[config.mk]
export PLATFORM = sky130hd
export DESIGN_NAME = pxg_top
export DESIGN_NICKNAME = d
export VERILOG_FILES = /design/src/shared/pxg_pkg.sv /design/src/design/pxg_top.sv
export VERILOG_INCLUDE_DIRS = /design/src /design/src/shared
export SDC_FILE = /design/constraint.sdc
export NUM_CORES = 1
export LEC_CHECK = 0
export BUFFER_PORTS_ARGS = -buffer_cell sky130_fd_sc_hd__buf_2
export CAP_MARGIN = 10
export CORE_MARGIN = 5
export CORE_UTILIZATION = 56
export DETAILED_ROUTE_END_ITERATION = 7
export PLACE_DENSITY = 0.75
export SYNTH_ARGS = -nofsm -noshare
export SYNTH_HDL_FRONTEND = slang
export SYNTH_SLANG_ARGS = --single-unit
[constraint.sdc]
create_clock -name CLK -period 57.7 [get_ports CLK]
set_input_delay 5.77 -clock CLK [delete_from_list [all_inputs] [get_ports CLK]]
set_output_delay 5.77 -clock CLK [all_outputs]
set_load 0.05 [all_outputs]
[src/shared/pxg_params.svh]
// constants for the port crossbar and match block
// Notes on behaviour
// - routing_ctrl_a bits 7:6 read zero; software writes zero there.
// - bit 5 routes async comparator output, bit 4 the synchronised one.
// - bit 3 routes inverted system clock to a pin.
// - bit 2 of routing_ctrl_a routes the LIN signals.
// - SPI enable routes three or four pins, four when slave select used.
// - UART pair sits on fixed pins, port 0 bits 4 and 5 here.
// - weak pullups on unless globally disabled, or with crossbar on the pin is push-pull or driven low; never on analog pins.
// - routing_ctrl_b bit 6 enables the crossbar; resets to zero.
// - bits 5, 4, 3 route timer1, timer0 and counter-array inputs.
// - capture field routes 0, 1, 2 or 3 capture lines.
// - data register writes land in an output latch held until rewritten.
// - plain data reads return pin levels, even for peripheral pins.
// - read-modify-write reads the latch, not the pins.
// - match event when masked pins differ from masked compare value.
// - match event requests interrupt when enabled and wakes the oscillator.
// - latch 0 drives low; 1 drives high if push-pull, else floats.
// - analog pins read 0; digital pins read their level.
// - input-kind 0 makes pin analog, all digital parts off; resets ones.
// - output-drive 0 open-drain, 1 push-pull; ignored on analog pins.
// - I2C-style data and clock pins are always open-drain.
// - skip bit 1 makes the crossbar pass over that pin.
// - crossbar disabled keeps pins as inputs with drivers off.
// - each enabled peripheral takes lowest free unskipped pin, UART exempt.
`ifndef PXG_PARAMS_SVH
`define PXG_PARAMS_SVH
`define PXG_ADR_P0 8'h80
`define PXG_ADR_P1 8'h90
`define PXG_ADR_P0_DRIVE 8'ha4
`define PXG_ADR_P0_MASK 8'hc7
`define PXG_ADR_P0_SKIP 8'hd4
`define PXG_ADR_P0_CMP 8'hd7
`define PXG_ADR_XA 8'he1
`define PXG_ADR_XB 8'he2
`define PXG_ADR_P0_KIND 8'hf1
`define PXG_RST_DATA 8'hff
`define PXG_RST_ZERO 8'h00
`define PXG_RST_CMP 8'hff
`define PXG_RST_KIND 8'hff
`define PXG_XA_MASK 8'h3f
`define PXG_XB_MASK 8'hfb
`define PXG_UART_TX_PIN 4
`define PXG_UART_RX_PIN 5
`define PXG_NPIN 16
`define PXG_NFUNC 12
`endif

[src/shared/pxg_pkg.sv]
// types for the port crossbar and match block
package pxg_pkg;
	typedef struct packed {
		logic [7:0] addr;
		logic [7:0] wdata;
		logic wr;
		logic rd;
		logic rmw;
	} pxg_bus_t;
	typedef struct packed {
		logic comp_async;
		logic comp_sync;
		logic system_clock_div;
		logic lin_tx;
		logic spi_sck;
		logic spi_mosi;
		logic spi_nss;
		logic uart_tx;
		logic [2:0] capture;
	} pxg_periph_t;
	typedef struct packed {
		logic spi_nss_used;
		logic smbus_en;
	} pxg_opts_t;
endpackage

[src/design/pxg_top.sv]
// port data, crossbar routing, pin drivers and port match
`timescale 1ns/1ps
`include "pxg_params.svh"
module pxg_top (
	input wire logic CLK,
	input wire logic ARST_N,
	input wire pxg_pkg::pxg_bus_t BUS,
	input wire pxg_pkg::pxg_periph_t PERIPH,
	input wire pxg_pkg::pxg_opts_t OPTS,
	input wire logic MATCH_IRQ_EN,
	input wire logic [15:0] PIN_IN,
	output logic [15:0] PIN_OUT,
	output logic [15:0] PIN_OE,
	output logic [15:0] PIN_PULLUP,
	output logic [7:0] RDATA,
	output logic MATCH_EVENT,
	output logic MATCH_IRQ,
	output logic OSC_WAKE,
	output logic [15:0] PIN_ROUTED
);
	import pxg_pkg::*;

	logic [7:0] p0_lat_ff, p1_lat_ff, p0_drive_ff, p0_mask_ff, p0_skip_ff;
	logic [7:0] p0_cmp_ff, xa_ff, xb_ff, p0_kind_ff;
	logic [15:0] sync1_ff, sync2_ff;
	logic [15:0] dig_in, kind16, drive16, skip16, lat16;
	logic [15:0] nxt_out, nxt_oe, nxt_pu, nxt_routed;
	logic [7:0] nxt_rdata;
	logic nxt_match;
	logic [`PXG_NFUNC-1:0] func_en, func_val, func_od;
	logic [3:0] func_pin [`PXG_NFUNC];

	// two flip-flops before pin levels reach any logic
	always_ff @(posedge CLK or negedge ARST_N) begin
		if (!ARST_N) begin
			sync1_ff <= 16'h0000;
			sync2_ff <= 16'h0000;
		end else begin
			sync1_ff <= PIN_IN;
			sync2_ff <= sync1_ff;
		end
	end

	// register writes
	always_ff @(posedge CLK or negedge ARST_N) begin
		if (!ARST_N) begin
			p0_lat_ff <= `PXG_RST_DATA;
			p1_lat_ff <= `PXG_RST_DATA;
			p0_drive_ff <= `PXG_RST_ZERO;
			p0_mask_ff <= `PXG_RST_ZERO;
			p0_skip_ff <= `PXG_RST_ZERO;
			p0_cmp_ff <= `PXG_RST_CMP;
			xa_ff <= `PXG_RST_ZERO;
			xb_ff <= `PXG_RST_ZERO;
			p0_kind_ff <= `PXG_RST_KIND;
		end else if (BUS.wr) begin
			if (BUS.addr == `PXG_ADR_P0) begin
				p0_lat_ff <= BUS.wdata;
			end else if (BUS.addr == `PXG_ADR_P1) begin
				p1_lat_ff <= BUS.wdata;
			end else if (BUS.addr == `PXG_ADR_P0_DRIVE) begin
				p0_drive_ff <= BUS.wdata;
			end else if (BUS.addr == `PXG_ADR_P0_MASK) begin
				p0_mask_ff <= BUS.wdata;
			end else if (BUS.addr == `PXG_ADR_P0_SKIP) begin
				p0_skip_ff <= BUS.wdata;
			end else if (BUS.addr == `PXG_ADR_P0_CMP) begin
				p0_cmp_ff <= BUS.wdata;
			end else if (BUS.addr == `PXG_ADR_XA) begin
				xa_ff <= BUS.wdata & `PXG_XA_MASK;
			end else if (BUS.addr == `PXG_ADR_XB) begin
				xb_ff <= BUS.wdata & `PXG_XB_MASK;
			end else if (BUS.addr == `PXG_ADR_P0_KIND) begin
				p0_kind_ff <= BUS.wdata;
			end
		end
	end

	// port 1 has no mode registers here: digital, open-drain, not skipped
	assign kind16 = {8'hff, p0_kind_ff};
	assign drive16 = {8'h00, p0_drive_ff};
	assign skip16 = {8'h00, p0_skip_ff};
	assign lat16 = {p1_lat_ff, p0_lat_ff};
	assign dig_in = sync2_ff & kind16;

	// function table in fixed priority order; smbus lines are open-drain
	always_comb begin
		func_en = '0;
		func_val = '0;
		func_od = '0;
		func_en[0] = OPTS.smbus_en;
		func_od[0] = 1'b1;
		func_en[1] = OPTS.smbus_en;
		func_od[1] = 1'b1;
		func_en[2] = xa_ff[1];
		func_val[2] = PERIPH.spi_sck;
		func_en[3] = xa_ff[1];
		func_od[3] = 1'b1; // miso is an input to the master side
		func_en[4] = xa_ff[1];
		func_val[4] = PERIPH.spi_mosi;
		func_en[5] = xa_ff[1] & OPTS.spi_nss_used;
		func_val[5] = PERIPH.spi_nss;
		func_en[6] = xa_ff[5];
		func_val[6] = PERIPH.comp_async;
		func_en[7] = xa_ff[4];
		func_val[7] = PERIPH.comp_sync;
		func_en[8] = xa_ff[3];
		func_val[8] = ~PERIPH.system_clock_div;
		func_en[9] = xa_ff[2];
		func_val[9] = PERIPH.lin_tx;
		func_en[10] = (xb_ff[1:0] != 2'b00);
		func_val[10] = PERIPH.capture[0];
		func_en[11] = xb_ff[1];
		func_val[11] = PERIPH.capture[1];
	end

	// lowest free, unskipped pin per function; uart pins reserved first
	always_comb begin
		logic [15:0] taken;
		logic [4:0] extra;
		extra = 5'h00;
		taken = skip16;
		if (xa_ff[0]) begin
			taken[`PXG_UART_TX_PIN] = 1'b1;
			taken[`PXG_UART_RX_PIN] = 1'b1;
		end
		nxt_routed = '0;
		for (int f = 0; f < `PXG_NFUNC; f++) begin
			func_pin[f] = 4'h0;
		end
		for (int f = 0; f < `PXG_NFUNC; f++) begin
			if (func_en[f]) begin
				for (int p = `PXG_NPIN - 1; p >= 0; p--) begin
					if (!taken[p]) begin
						func_pin[f] = 4'(p);
					end
				end
				if (!(&taken)) begin
					taken[func_pin[f]] = 1'b1;
					nxt_routed[func_pin[f]] = 1'b1;
				end
			end
		end
		// third capture, timers and counter input claim pins as inputs
		if (xb_ff[1:0] == 2'b11) extra = extra + 5'h01;
		if (xb_ff[5]) extra = extra + 5'h01;
		if (xb_ff[4]) extra = extra + 5'h01;
		if (xb_ff[3]) extra = extra + 5'h01;
		for (int p = 0; p < `PXG_NPIN; p++) begin
			if (!taken[p] && extra != 5'h00) begin
				taken[p] = 1'b1;
				nxt_routed[p] = 1'b1;
				extra = extra - 5'h01;
			end
		end
		if (xa_ff[0]) begin
			nxt_routed[`PXG_UART_TX_PIN] = 1'b1;
			nxt_routed[`PXG_UART_RX_PIN] = 1'b1;
		end
		if (!xb_ff[6]) nxt_routed = '0;
	end

	// per-pin drive: peripheral value or latch, then open-drain rules
	always_comb begin
		logic v;
		logic od;
		v = 1'b0;
		od = 1'b0;
		nxt_out = '0;
		nxt_oe = '0;
		nxt_pu = '0;
		for (int p = 0; p < `PXG_NPIN; p++) begin
			v = lat16[p];
			od = ~drive16[p];
			for (int f = 0; f < `PXG_NFUNC; f++) begin
				if (func_en[f] && func_pin[f] == 4'(p) && nxt_routed[p]) begin
					v = func_val[f];
					od = od | func_od[f];
				end
			end
			if (xa_ff[0] && p == `PXG_UART_TX_PIN) v = PERIPH.uart_tx;
			if (xa_ff[0] && p == `PXG_UART_RX_PIN) begin
				v = 1'b1;
				od = 1'b1;
			end
			if (xb_ff[6] && kind16[p]) begin
				nxt_out[p] = v;
				nxt_oe[p] = ~v | ~od;
				nxt_pu[p] = ~xb_ff[7] & od & v;
			end else begin
				nxt_pu[p] = ~xb_ff[7] & kind16[p];
			end
		end
	end

	// read mux: pins for plain reads, latch for read-modify-write
	always_comb begin
		nxt_rdata = 8'h00;
		if (BUS.addr == `PXG_ADR_P0) begin
			nxt_rdata = BUS.rmw ? p0_lat_ff : dig_in[7:0];
		end else if (BUS.addr == `PXG_ADR_P1) begin
			nxt_rdata = BUS.rmw ? p1_lat_ff : dig_in[15:8];
		end else if (BUS.addr == `PXG_ADR_P0_DRIVE) begin
			nxt_rdata = p0_drive_ff;
		end else if (BUS.addr == `PXG_ADR_P0_MASK) begin
			nxt_rdata = p0_mask_ff;
		end else if (BUS.addr == `PXG_ADR_P0_SKIP) begin
			nxt_rdata = p0_skip_ff;
		end else if (BUS.addr == `PXG_ADR_P0_CMP) begin
			nxt_rdata = p0_cmp_ff;
		end else if (BUS.addr == `PXG_ADR_XA) begin
			nxt_rdata = xa_ff & `PXG_XA_MASK;
		end else if (BUS.addr == `PXG_ADR_XB) begin
			nxt_rdata = xb_ff;
		end else if (BUS.addr == `PXG_ADR_P0_KIND) begin
			nxt_rdata = p0_kind_ff;
		end
	end

	assign nxt_match = ((dig_in[7:0] & p0_mask_ff) != (p0_cmp_ff & p0_mask_ff));

	// registered outputs
	always_ff @(posedge CLK or negedge ARST_N) begin
		if (!ARST_N) begin
			PIN_OUT <= 16'h0000;
			PIN_OE <= 16'h0000;
			PIN_PULLUP <= 16'h0000;
			PIN_ROUTED <= 16'h0000;
			RDATA <= 8'h00;
			MATCH_EVENT <= 1'b0;
			MATCH_IRQ <= 1'b0;
			OSC_WAKE <= 1'b0;
		end else begin
			PIN_OUT <= nxt_out;
			PIN_OE <= nxt_oe;
			PIN_PULLUP <= nxt_pu;
			PIN_ROUTED <= nxt_routed;
			RDATA <= nxt_rdata;
			MATCH_EVENT <= nxt_match;
			MATCH_IRQ <= nxt_match & MATCH_IRQ_EN;
			OSC_WAKE <= nxt_match;
		end
	end

	a_xbar_off_quiet: assert property (@(posedge CLK) disable iff (!ARST_N)
		!xb_ff[6] |=> PIN_OE == 16'h0000) else $error("driver on with crossbar off");
	a_latch_write: assert property (@(posedge CLK) disable iff (!ARST_N)
		BUS.wr && BUS.addr == `PXG_ADR_P0 |=> p0_lat_ff == $past(BUS.wdata))
		else $error("latch not written");
	a_rsvd_zero: assert property (@(posedge CLK) disable iff (!ARST_N)
		xa_ff[7:6] == 2'b00 && xb_ff[2] == 1'b0) else $error("reserved bit set");
	a_rmw_latch: assert property (@(posedge CLK) disable iff (!ARST_N)
		BUS.rmw && BUS.addr == `PXG_ADR_P1 |=> RDATA == $past(p1_lat_ff))
		else $error("rmw read wrong");
	a_analog_zero: assert property (@(posedge CLK) disable iff (!ARST_N)
		!BUS.rmw && BUS.addr == `PXG_ADR_P0 |=> (RDATA & ~$past(p0_kind_ff)) == 8'h00)
		else $error("analog pin read nonzero");
	a_match_irq: assert property (@(posedge CLK) disable iff (!ARST_N)
		MATCH_IRQ |-> MATCH_EVENT && OSC_WAKE) else $error("irq without match");
	a_match_calc: assert property (@(posedge CLK) disable iff (!ARST_N)
		p0_mask_ff == 8'h00 |=> !MATCH_EVENT) else $error("masked match fired");
	a_pullup_off: assert property (@(posedge CLK) disable iff (!ARST_N)
		xb_ff[7] |=> PIN_PULLUP == 16'h0000) else $error("pullup while disabled");
	a_od_high: assert property (@(posedge CLK) disable iff (!ARST_N)
		xb_ff[6] && !xa_ff[0] && nxt_routed == 16'h0000 && !p0_drive_ff[0] && p0_lat_ff[0]
		|=> !PIN_OE[0]) else $error("open-drain drove high");

	c_match: cover property (@(posedge CLK) disable iff (!ARST_N) MATCH_IRQ);
	c_uart: cover property (@(posedge CLK) disable iff (!ARST_N) xa_ff[0] && xb_ff[6]);
	c_spi4: cover property (@(posedge CLK) disable iff (!ARST_N) func_en[5] && xb_ff[6]);
	c_spi3: cover property (@(posedge CLK) disable iff (!ARST_N) func_en[2] && !func_en[5]);
	c_capture3: cover property (@(posedge CLK) disable iff (!ARST_N) xb_ff[1:0] == 2'b11);

	// crossbar on, nothing skipped, pin 0 digital: the first claimant lands on pin 0
	logic lone_ctx;
	assign lone_ctx = xb_ff[6] && !OPTS.smbus_en && p0_skip_ff == 8'h00 && p0_kind_ff[0];

	a_off_unrouted: assert property (@(posedge CLK) disable iff (!ARST_N)
		!xb_ff[6] |=> PIN_ROUTED == 16'h0000)
		else $error("pin routed with crossbar off");

	a_idle_unrouted: assert property (@(posedge CLK) disable iff (!ARST_N)
		lone_ctx && xa_ff == 8'h00 && xb_ff[5:0] == 6'h00 |=> PIN_ROUTED == 16'h0000)
		else $error("pin routed with no peripheral on");

	a_skip_honoured: assert property (@(posedge CLK) disable iff (!ARST_N)
		xb_ff[6] && p0_skip_ff[0] |=> !PIN_ROUTED[0])
		else $error("skipped pin was routed");

	a_uart_fixed: assert property (@(posedge CLK) disable iff (!ARST_N)
		xb_ff[6] && xa_ff[0] |=> PIN_ROUTED[5:4] == 2'b11)
		else $error("uart pins not reserved");

	a_uart_tx_value: assert property (@(posedge CLK) disable iff (!ARST_N)
		xb_ff[6] && xa_ff[0] && p0_kind_ff[4] |=> PIN_OUT[4] == $past(PERIPH.uart_tx))
		else $error("uart transmit not on its pin");

	a_uart_rx_release: assert property (@(posedge CLK) disable iff (!ARST_N)
		xb_ff[6] && xa_ff[0] && p0_kind_ff[5] |=> !PIN_OE[5])
		else $error("uart receive pin driven");

	a_clock_inverted: assert property (@(posedge CLK) disable iff (!ARST_N)
		lone_ctx && xa_ff == 8'h08 && xb_ff[1:0] == 2'b00
		|=> PIN_ROUTED[0] && PIN_OUT[0] == !$past(PERIPH.system_clock_div))
		else $error("clock output not inverted");

	a_comp_async_pin: assert property (@(posedge CLK) disable iff (!ARST_N)
		lone_ctx && xa_ff == 8'h20 && xb_ff[1:0] == 2'b00
		|=> PIN_OUT[0] == $past(PERIPH.comp_async))
		else $error("async comparator not on pin");

	a_comp_sync_pin: assert property (@(posedge CLK) disable iff (!ARST_N)
		lone_ctx && xa_ff == 8'h10 && xb_ff[1:0] == 2'b00
		|=> PIN_OUT[0] == $past(PERIPH.comp_sync))
		else $error("sync comparator not on pin");

	a_lin_pin: assert property (@(posedge CLK) disable iff (!ARST_N)
		lone_ctx && xa_ff == 8'h04 && xb_ff[1:0] == 2'b00
		|=> PIN_OUT[0] == $past(PERIPH.lin_tx))
		else $error("lin line not on pin");

	a_spi_width: assert property (@(posedge CLK) disable iff (!ARST_N)
		lone_ctx && xa_ff == 8'h02 && xb_ff[5:0] == 6'h00
		|=> PIN_ROUTED == ($past(OPTS.spi_nss_used) ? 16'h000f : 16'h0007))
		else $error("spi pin count wrong");

	a_capture_one: assert property (@(posedge CLK) disable iff (!ARST_N)
		lone_ctx && xa_ff == 8'h00 && xb_ff[5:0] == 6'h01 |=> PIN_ROUTED == 16'h0001)
		else $error("one capture line not routed");

	a_capture_three: assert property (@(posedge CLK) disable iff (!ARST_N)
		lone_ctx && xa_ff == 8'h00 && xb_ff[5:0] == 6'h03 |=> PIN_ROUTED == 16'h0007)
		else $error("three capture lines not routed");

	a_input_claims: assert property (@(posedge CLK) disable iff (!ARST_N)
		lone_ctx && xa_ff == 8'h00 && xb_ff[5:0] == 6'h38 |=> PIN_ROUTED == 16'h0007)
		else $error("timer and count inputs not routed");

	a_push_high: assert property (@(posedge CLK) disable iff (!ARST_N)
		xb_ff[6] && !nxt_routed[0] && p0_kind_ff[0] && p0_drive_ff[0] && p0_lat_ff[0]
		|=> PIN_OE[0] && PIN_OUT[0])
		else $error("push-pull high not driven");

	a_drive_low: assert property (@(posedge CLK) disable iff (!ARST_N)
		xb_ff[6] && !nxt_routed[0] && p0_kind_ff[0] && !p0_lat_ff[0]
		|=> PIN_OE[0] && !PIN_OUT[0])
		else $error("latch zero not driven low");

	a_analog_quiet: assert property (@(posedge CLK) disable iff (!ARST_N)
		!p0_kind_ff[0] |=> !PIN_OE[0] && !PIN_PULLUP[0])
		else $error("analog pin has digital parts on");

	a_pullup_od: assert property (@(posedge CLK) disable iff (!ARST_N)
		xb_ff[6] && !xb_ff[7] && !nxt_routed[0] && p0_kind_ff[0] && !p0_drive_ff[0]
		&& p0_lat_ff[0] |=> PIN_PULLUP[0])
		else $error("open-drain pullup missing");

	a_pullup_pp: assert property (@(posedge CLK) disable iff (!ARST_N)
		xb_ff[6] && !nxt_routed[0] && p0_drive_ff[0] |=> !PIN_PULLUP[0])
		else $error("pullup on push-pull pin");

	a_port1_read: assert property (@(posedge CLK) disable iff (!ARST_N)
		!BUS.rmw && BUS.addr == `PXG_ADR_P1 |=> RDATA == $past(sync2_ff[15:8]))
		else $error("port read not from pins");

	a_ctrl_a_read: assert property (@(posedge CLK) disable iff (!ARST_N)
		BUS.addr == `PXG_ADR_XA |=> RDATA[7:6] == 2'b00)
		else $error("reserved routing bits read set");

	a_ctrl_b_write: assert property (@(posedge CLK) disable iff (!ARST_N)
		BUS.wr && BUS.addr == `PXG_ADR_XB |=> !xb_ff[2] && xb_ff[6] == $past(BUS.wdata[6]))
		else $error("routing b write wrong");

	a_wake_follows: assert property (@(posedge CLK) disable iff (!ARST_N)
		MATCH_EVENT |-> OSC_WAKE)
		else $error("match without wake");

	a_irq_gated: assert property (@(posedge CLK) disable iff (!ARST_N)
		!MATCH_IRQ_EN |=> !MATCH_IRQ)
		else $error("irq while disabled");

	a_match_rises: assert property (@(posedge CLK) disable iff (!ARST_N)
		(sync2_ff[7:0] & p0_kind_ff & p0_mask_ff) != (p0_cmp_ff & p0_mask_ff)
		|=> MATCH_EVENT)
		else $error("match event missing");
endmodule

Word-level counts from Yosys, hierarchy flattened
Index checks and enable logic that the tools add are counted.

storage, ports and cells
  register bits = 175
  input bits = 51

operators by class
  $add $sub $neg = 18
  $lt $le $gt $ge = 24
  eq/ne operators = 191
  muxes and demuxes = 594
  bitwise operators = 110
  reduce and logical (&&, ||, !) cells = 485

operator list
  kind                 number
  $mux 4               208
  $mux 16              47
  $logic_and 1x1->1    420
  $eq 4x4->1 const B   96
  $or 16x16->16        22
  $mux 1               296
  $eq 4x3->1 const B   48
  $reduce_and 16->1    11
  $eq 4x2->1 const B   24
  $mux 5               18
  $mux 8               11
  $reduce_bool 5->1    16
  $sub 5x1->5 const B  15
  $eq 8x8->1 const B   9
  $lt 4x5->1 const B   12
  $demux 1 s4          12
  $eq 4x1->1 const B   12
  $ge 4x1->1 const B   12
  $logic_not 4->1      12
  $not 1->1            42
  $and 1x1->1          34
  $and 16x16->16       1
  $and 8x8->8          2
  $logic_not 1->1      16
  other kinds (16)     26

Longest topological paths before layout
  depth after elaboration = 345
  mapped depth = 94
  mapped depth without buffers = 89

Worst setup path before layout
OpenSTA, ideal clock, no wires.

  path kind = in2reg
  from = in OPTS[0] (netlist name)
  to = reg PIN_ROUTED[15]
  library setup time = 129 ps
  arrival = 23488 ps
  required time = 57571 ps
  path slack = 34082 ps
  cell stages on the path = 85
  path buffers = 2
  cells stage by stage = nand4_1 > o31a_1 > o2111a_1 > a211o_2 > nand2_2 > nand3_2 > a31oi_2 > o2111ai_2 > a2111oi_4 > o31ai_4 > a211oi_4 > o221ai_2 > o2111a_1 > or4b_4 > o21ai_4 > o21ai_2 > a211oi_2 > nand2b_2 > [... 49 more ...] > inv_1 > ha_1 > inv_1 > or4_1 > o21ai_2 > xnor2_1 > inv_1 > ha_1 > nand3_1 > a2111o_1 > nand3_1 > mux2_2 > ha_1 > nand2_1 > nor2_1 > mux2i_1 > a2bb2oi_1 > o41a_1

on the way
  cells in the longest elaborated chain, start to end = 314
  elaborated cells on any way between the ends = 399
  classes of those cells = 14 x add/sub; 22 x order compare; 272 x mux; 22 x bitwise; 69 x reduce/logical

ends and longest elaborated chain
  element                                                            RTL line        source
  start: declaration                                                 pxg_top.sv:9    input wire pxg_pkg::pxg_opts_t OPTS,
  parallel branches: the longest is 312 deep, another holds $mux 16  --
  $mux 1 *                                                           pxg_top.sv:150  if (!taken[p] && extra != 5'h00) begin
  $mux 16 *                                                          pxg_top.sv:160  if (!xb_ff[6]) nxt_routed = '0;
  via nxt_routed[15]                                                 pxg_top.sv:27   logic [15:0] nxt_out, nxt_oe, nxt_pu, nxt_routed;
  end signal: assignment                                             pxg_top.sv:237  PIN_ROUTED <= nxt_routed;
  end: declaration                                                   pxg_top.sv:19   output logic [15:0] PIN_ROUTED

Mark *: on every way through the listed nets, which the timed path passes. The select of a mux whose other input is x is not followed.
A chain may end at the register's enable or synchronous reset.

Worst setup path in the final report
Same ends and word-level chain as after synthesis.

==> reports/results.txt <==
Status = finished clean
Crit end category = register
Netlist cell types = 130
Iter 0 DRT Violations = 2480
MaxCap Viol Count = 0
Routed Antenna Nets = 0
Cts bufs inserted = 17
DR DRC count = 0
CP required = 58020 ps
Most common cell after layout, fill and taps aside = nand2_1
FFs w/ async S/R, synth = 1.00
Max Clk Rate = 35.9 MHz
Number of global-route vias before repair = 16900
CP peak stage delay = 680 ps
Syn Area/Cell = 8.08 µm²
Root Buffer = clkbuf_16
TritonCTS clock tree = yes
CTS resizes = 0
Htree depth = 4
Core ar. = 28800 µm²
Die width = 181 µm
Post-placement cell count = 2473
CTS sink cnt = 175
Yosys warnings = 0
CP Max Fanout = 34
RSZ-0062 raised after global routing = false
Grt ovf = 0
FILL cells = 2532
Setup TNS = 0 ps
Fin. Hold Viols = 0
Critical-path top delay cell = a31oi_1
CTS Hold Bufs = 0
FP Rows = 62
Die Y = 181 µm
Largest net degree at the start of global routing = 100
First-pass GRT wire length = 101 mm
I/O pin count = 126
Routed vias/inst = 7.21
Crit Path Class = in2reg
Main synth FF type = dfrtp_1
Reg area = 4420 µm²
Commonest cells after routing, fill and taps aside = nand2_1 (220), nor2_1 (198), dfrtp_1 (143), a21oi_1 (139), buf_2 (122)
Most used cell, CP = ha_1
Max Clock Skew = 32.5 ps
Post-synth EDFFs = 0
Arrival time worst endpoint = 28180 ps
Worst hold path type = reg2reg
Mapped Cells = 2020
Final Setup Violations = 0
Detailed Route WL = 66.0 mm
Nets = 2178
Tmin final = 27860 ps
Startpoint Class = primary input
P&R area growth vs syn = 9.48%
Initial antenna violation count = 5
Final GP Congestion = 1.11
Multi-input gate area = 11400 µm²
Slew Limit Fails = 0
Seq/Total Area, Yosys = 0.271
Relative slew slack = 0.0207
Finished Layout Cells = 2508
Die outline area = 32700 µm²
All-layer global routing usage = 0.388
Fin crit share = 0.483
Synthesized Nets = 2090
Via count = 18100
Number of port buffers = 123
Least-Margin Pin Slew = 1460 ps
DP Wirelength = 52.0 mm
Yosys reg bits = 175
Synth Cell Area = 16300 µm²
Worst skew pair latency = 450 ps
Post CTS Setup Buffer Count = 0
Wire per inst = 26.3 µm
Worst-path clk slew = 80 ps
Drt first pass iters = 7
Maximum root-to-sink buffer count = 2
Layout cells sized above 1 = 0.202
Initial Util = 0.567
==> cells by family after synthesis <==
kind of cell	share of synthesized area
fa+ha+maj	0.0177
buf+inv	0.0331
mux	0.0763
xor+xnor	0.0209
flops	0.271
simple gates	0.247
compound gates	0.334
==> stage by stage <==
step / hold WS [ps] / cell area, µm² / utilization / worst slack, ps
final: 353 / 17900 / 0.621 / 29840
after global routing: 360 / 17900 / 0.621 / 28410
after CTS: 354 / 17900 / 0.621 / 30450
after detailed placement: 335 / 17200 / 0.599 / 30110
after global placement: 332 / 17200 / 0.599 / 30540
after floorplan: 331 / 16300 / - / 34080
==> cell usage after synthesis, drive strengths merged, types with 16 or more instances <==
| cell | number | area, µm² |
|---|---|---|
| o211ai | 37 | 328 |
| nand3 | 83 | 435 |
| or2 | 22 | 138 |
| and3 | 35 | 219 |
| nand4 | 16 | 100 |
| a21boi | 18 | 139 |
| a31o | 17 | 149 |
| o22ai | 17 | 113 |
| nor2 | 200 | 756 |
| o221ai | 21 | 196 |
| a21o | 26 | 196 |
| clkbuf | 42 | 158 |
| xnor2 | 28 | 245 |
| or3 | 16 | 100 |
| nor3 | 70 | 408 |
| a22oi | 20 | 150 |
| nand2b | 37 | 236 |
| nor4 | 19 | 134 |
| mux2 | 91 | 1030 |
| a31oi | 46 | 330 |
| ha | 19 | 238 |
| nand2 | 222 | 838 |
| dfstp | 32 | 841 |
| buf | 27 | 150 |
| a21oi | 148 | 782 |
| mux2i | 21 | 218 |
| o31ai | 26 | 234 |
| a211oi | 29 | 265 |
| dfrtp | 143 | 3580 |
| and2 | 43 | 272 |
| o21a | 32 | 243 |
| o31a | 21 | 185 |
| inv | 61 | 229 |
| o21ai | 130 | 696 |
==> cell type report <==
type | count | share of cell area
clock inverter | 15 | 0.0116
multi-input combinational | 1714 | 0.636
sequential | 175 | 0.247
clock buffer | 17 | 0.0238
tap | 384 | 0.0269
inverter | 62 | 0.0130
timing repair buffer | 138 | 0.0411
antenna | 3 | 0.000420
==> final timing paths <==
check | end | startpoint | depth (start not counted) | slack (ps)
max reg2reg | PIN_ROUTED[15] | p0_skip_ff[0] | 84 | 34290
max in group asynchronous | xb_ff[0] | ARST_N | 2 | 50710
min in group asynchronous | sync1_ff[12] | ARST_N | 1 | 5390
min | sync2_ff[8] | sync1_ff[8] | 0 | 350
max | PIN_ROUTED[15] | OPTS[0] | 85 | 29840
min reg2reg | sync2_ff[8] | sync1_ff[8] | 0 | 350
==> routing by layer <==
metal	up-vias	wire, µm	track usage
met5	-	28	0
met4	4	3050	0.145
met3	211	7990	0.0951
met2	1258	28200	0.585
met1	8694	26800	0.542
li1	7913	-	-
==> critical path, delay by kind of cell <==
kind	cells	cell delay [ps]
AOI/OAI and AO/OA	30	10310
xor gates and xnor gates	9	2400
adders and majority gates	11	2470
buffers and inverters	9	1260
muxes	3	840
and+or+nand+nor	23	5050
==> state kept, by name, summed over array words and instances (netlist names) <==
signal       flops
p0_cmp_ff        8
p1_lat_ff        8
p0_lat_ff        8
RDATA            8
p0_skip_ff       8
xb_ff            7
p0_mask_ff       8
sync1_ff        16
MATCH_IRQ        1
p0_drive_ff      8
PIN_ROUTED      16
PIN_OUT         16
PIN_OE          16
sync2_ff        16
xa_ff            6
PIN_PULLUP      16
p0_kind_ff       8
OSC_WAKE         1
Power is not shown: default switching activity piles up to over one toggle a cycle in this logic, so the estimate is an artifact.
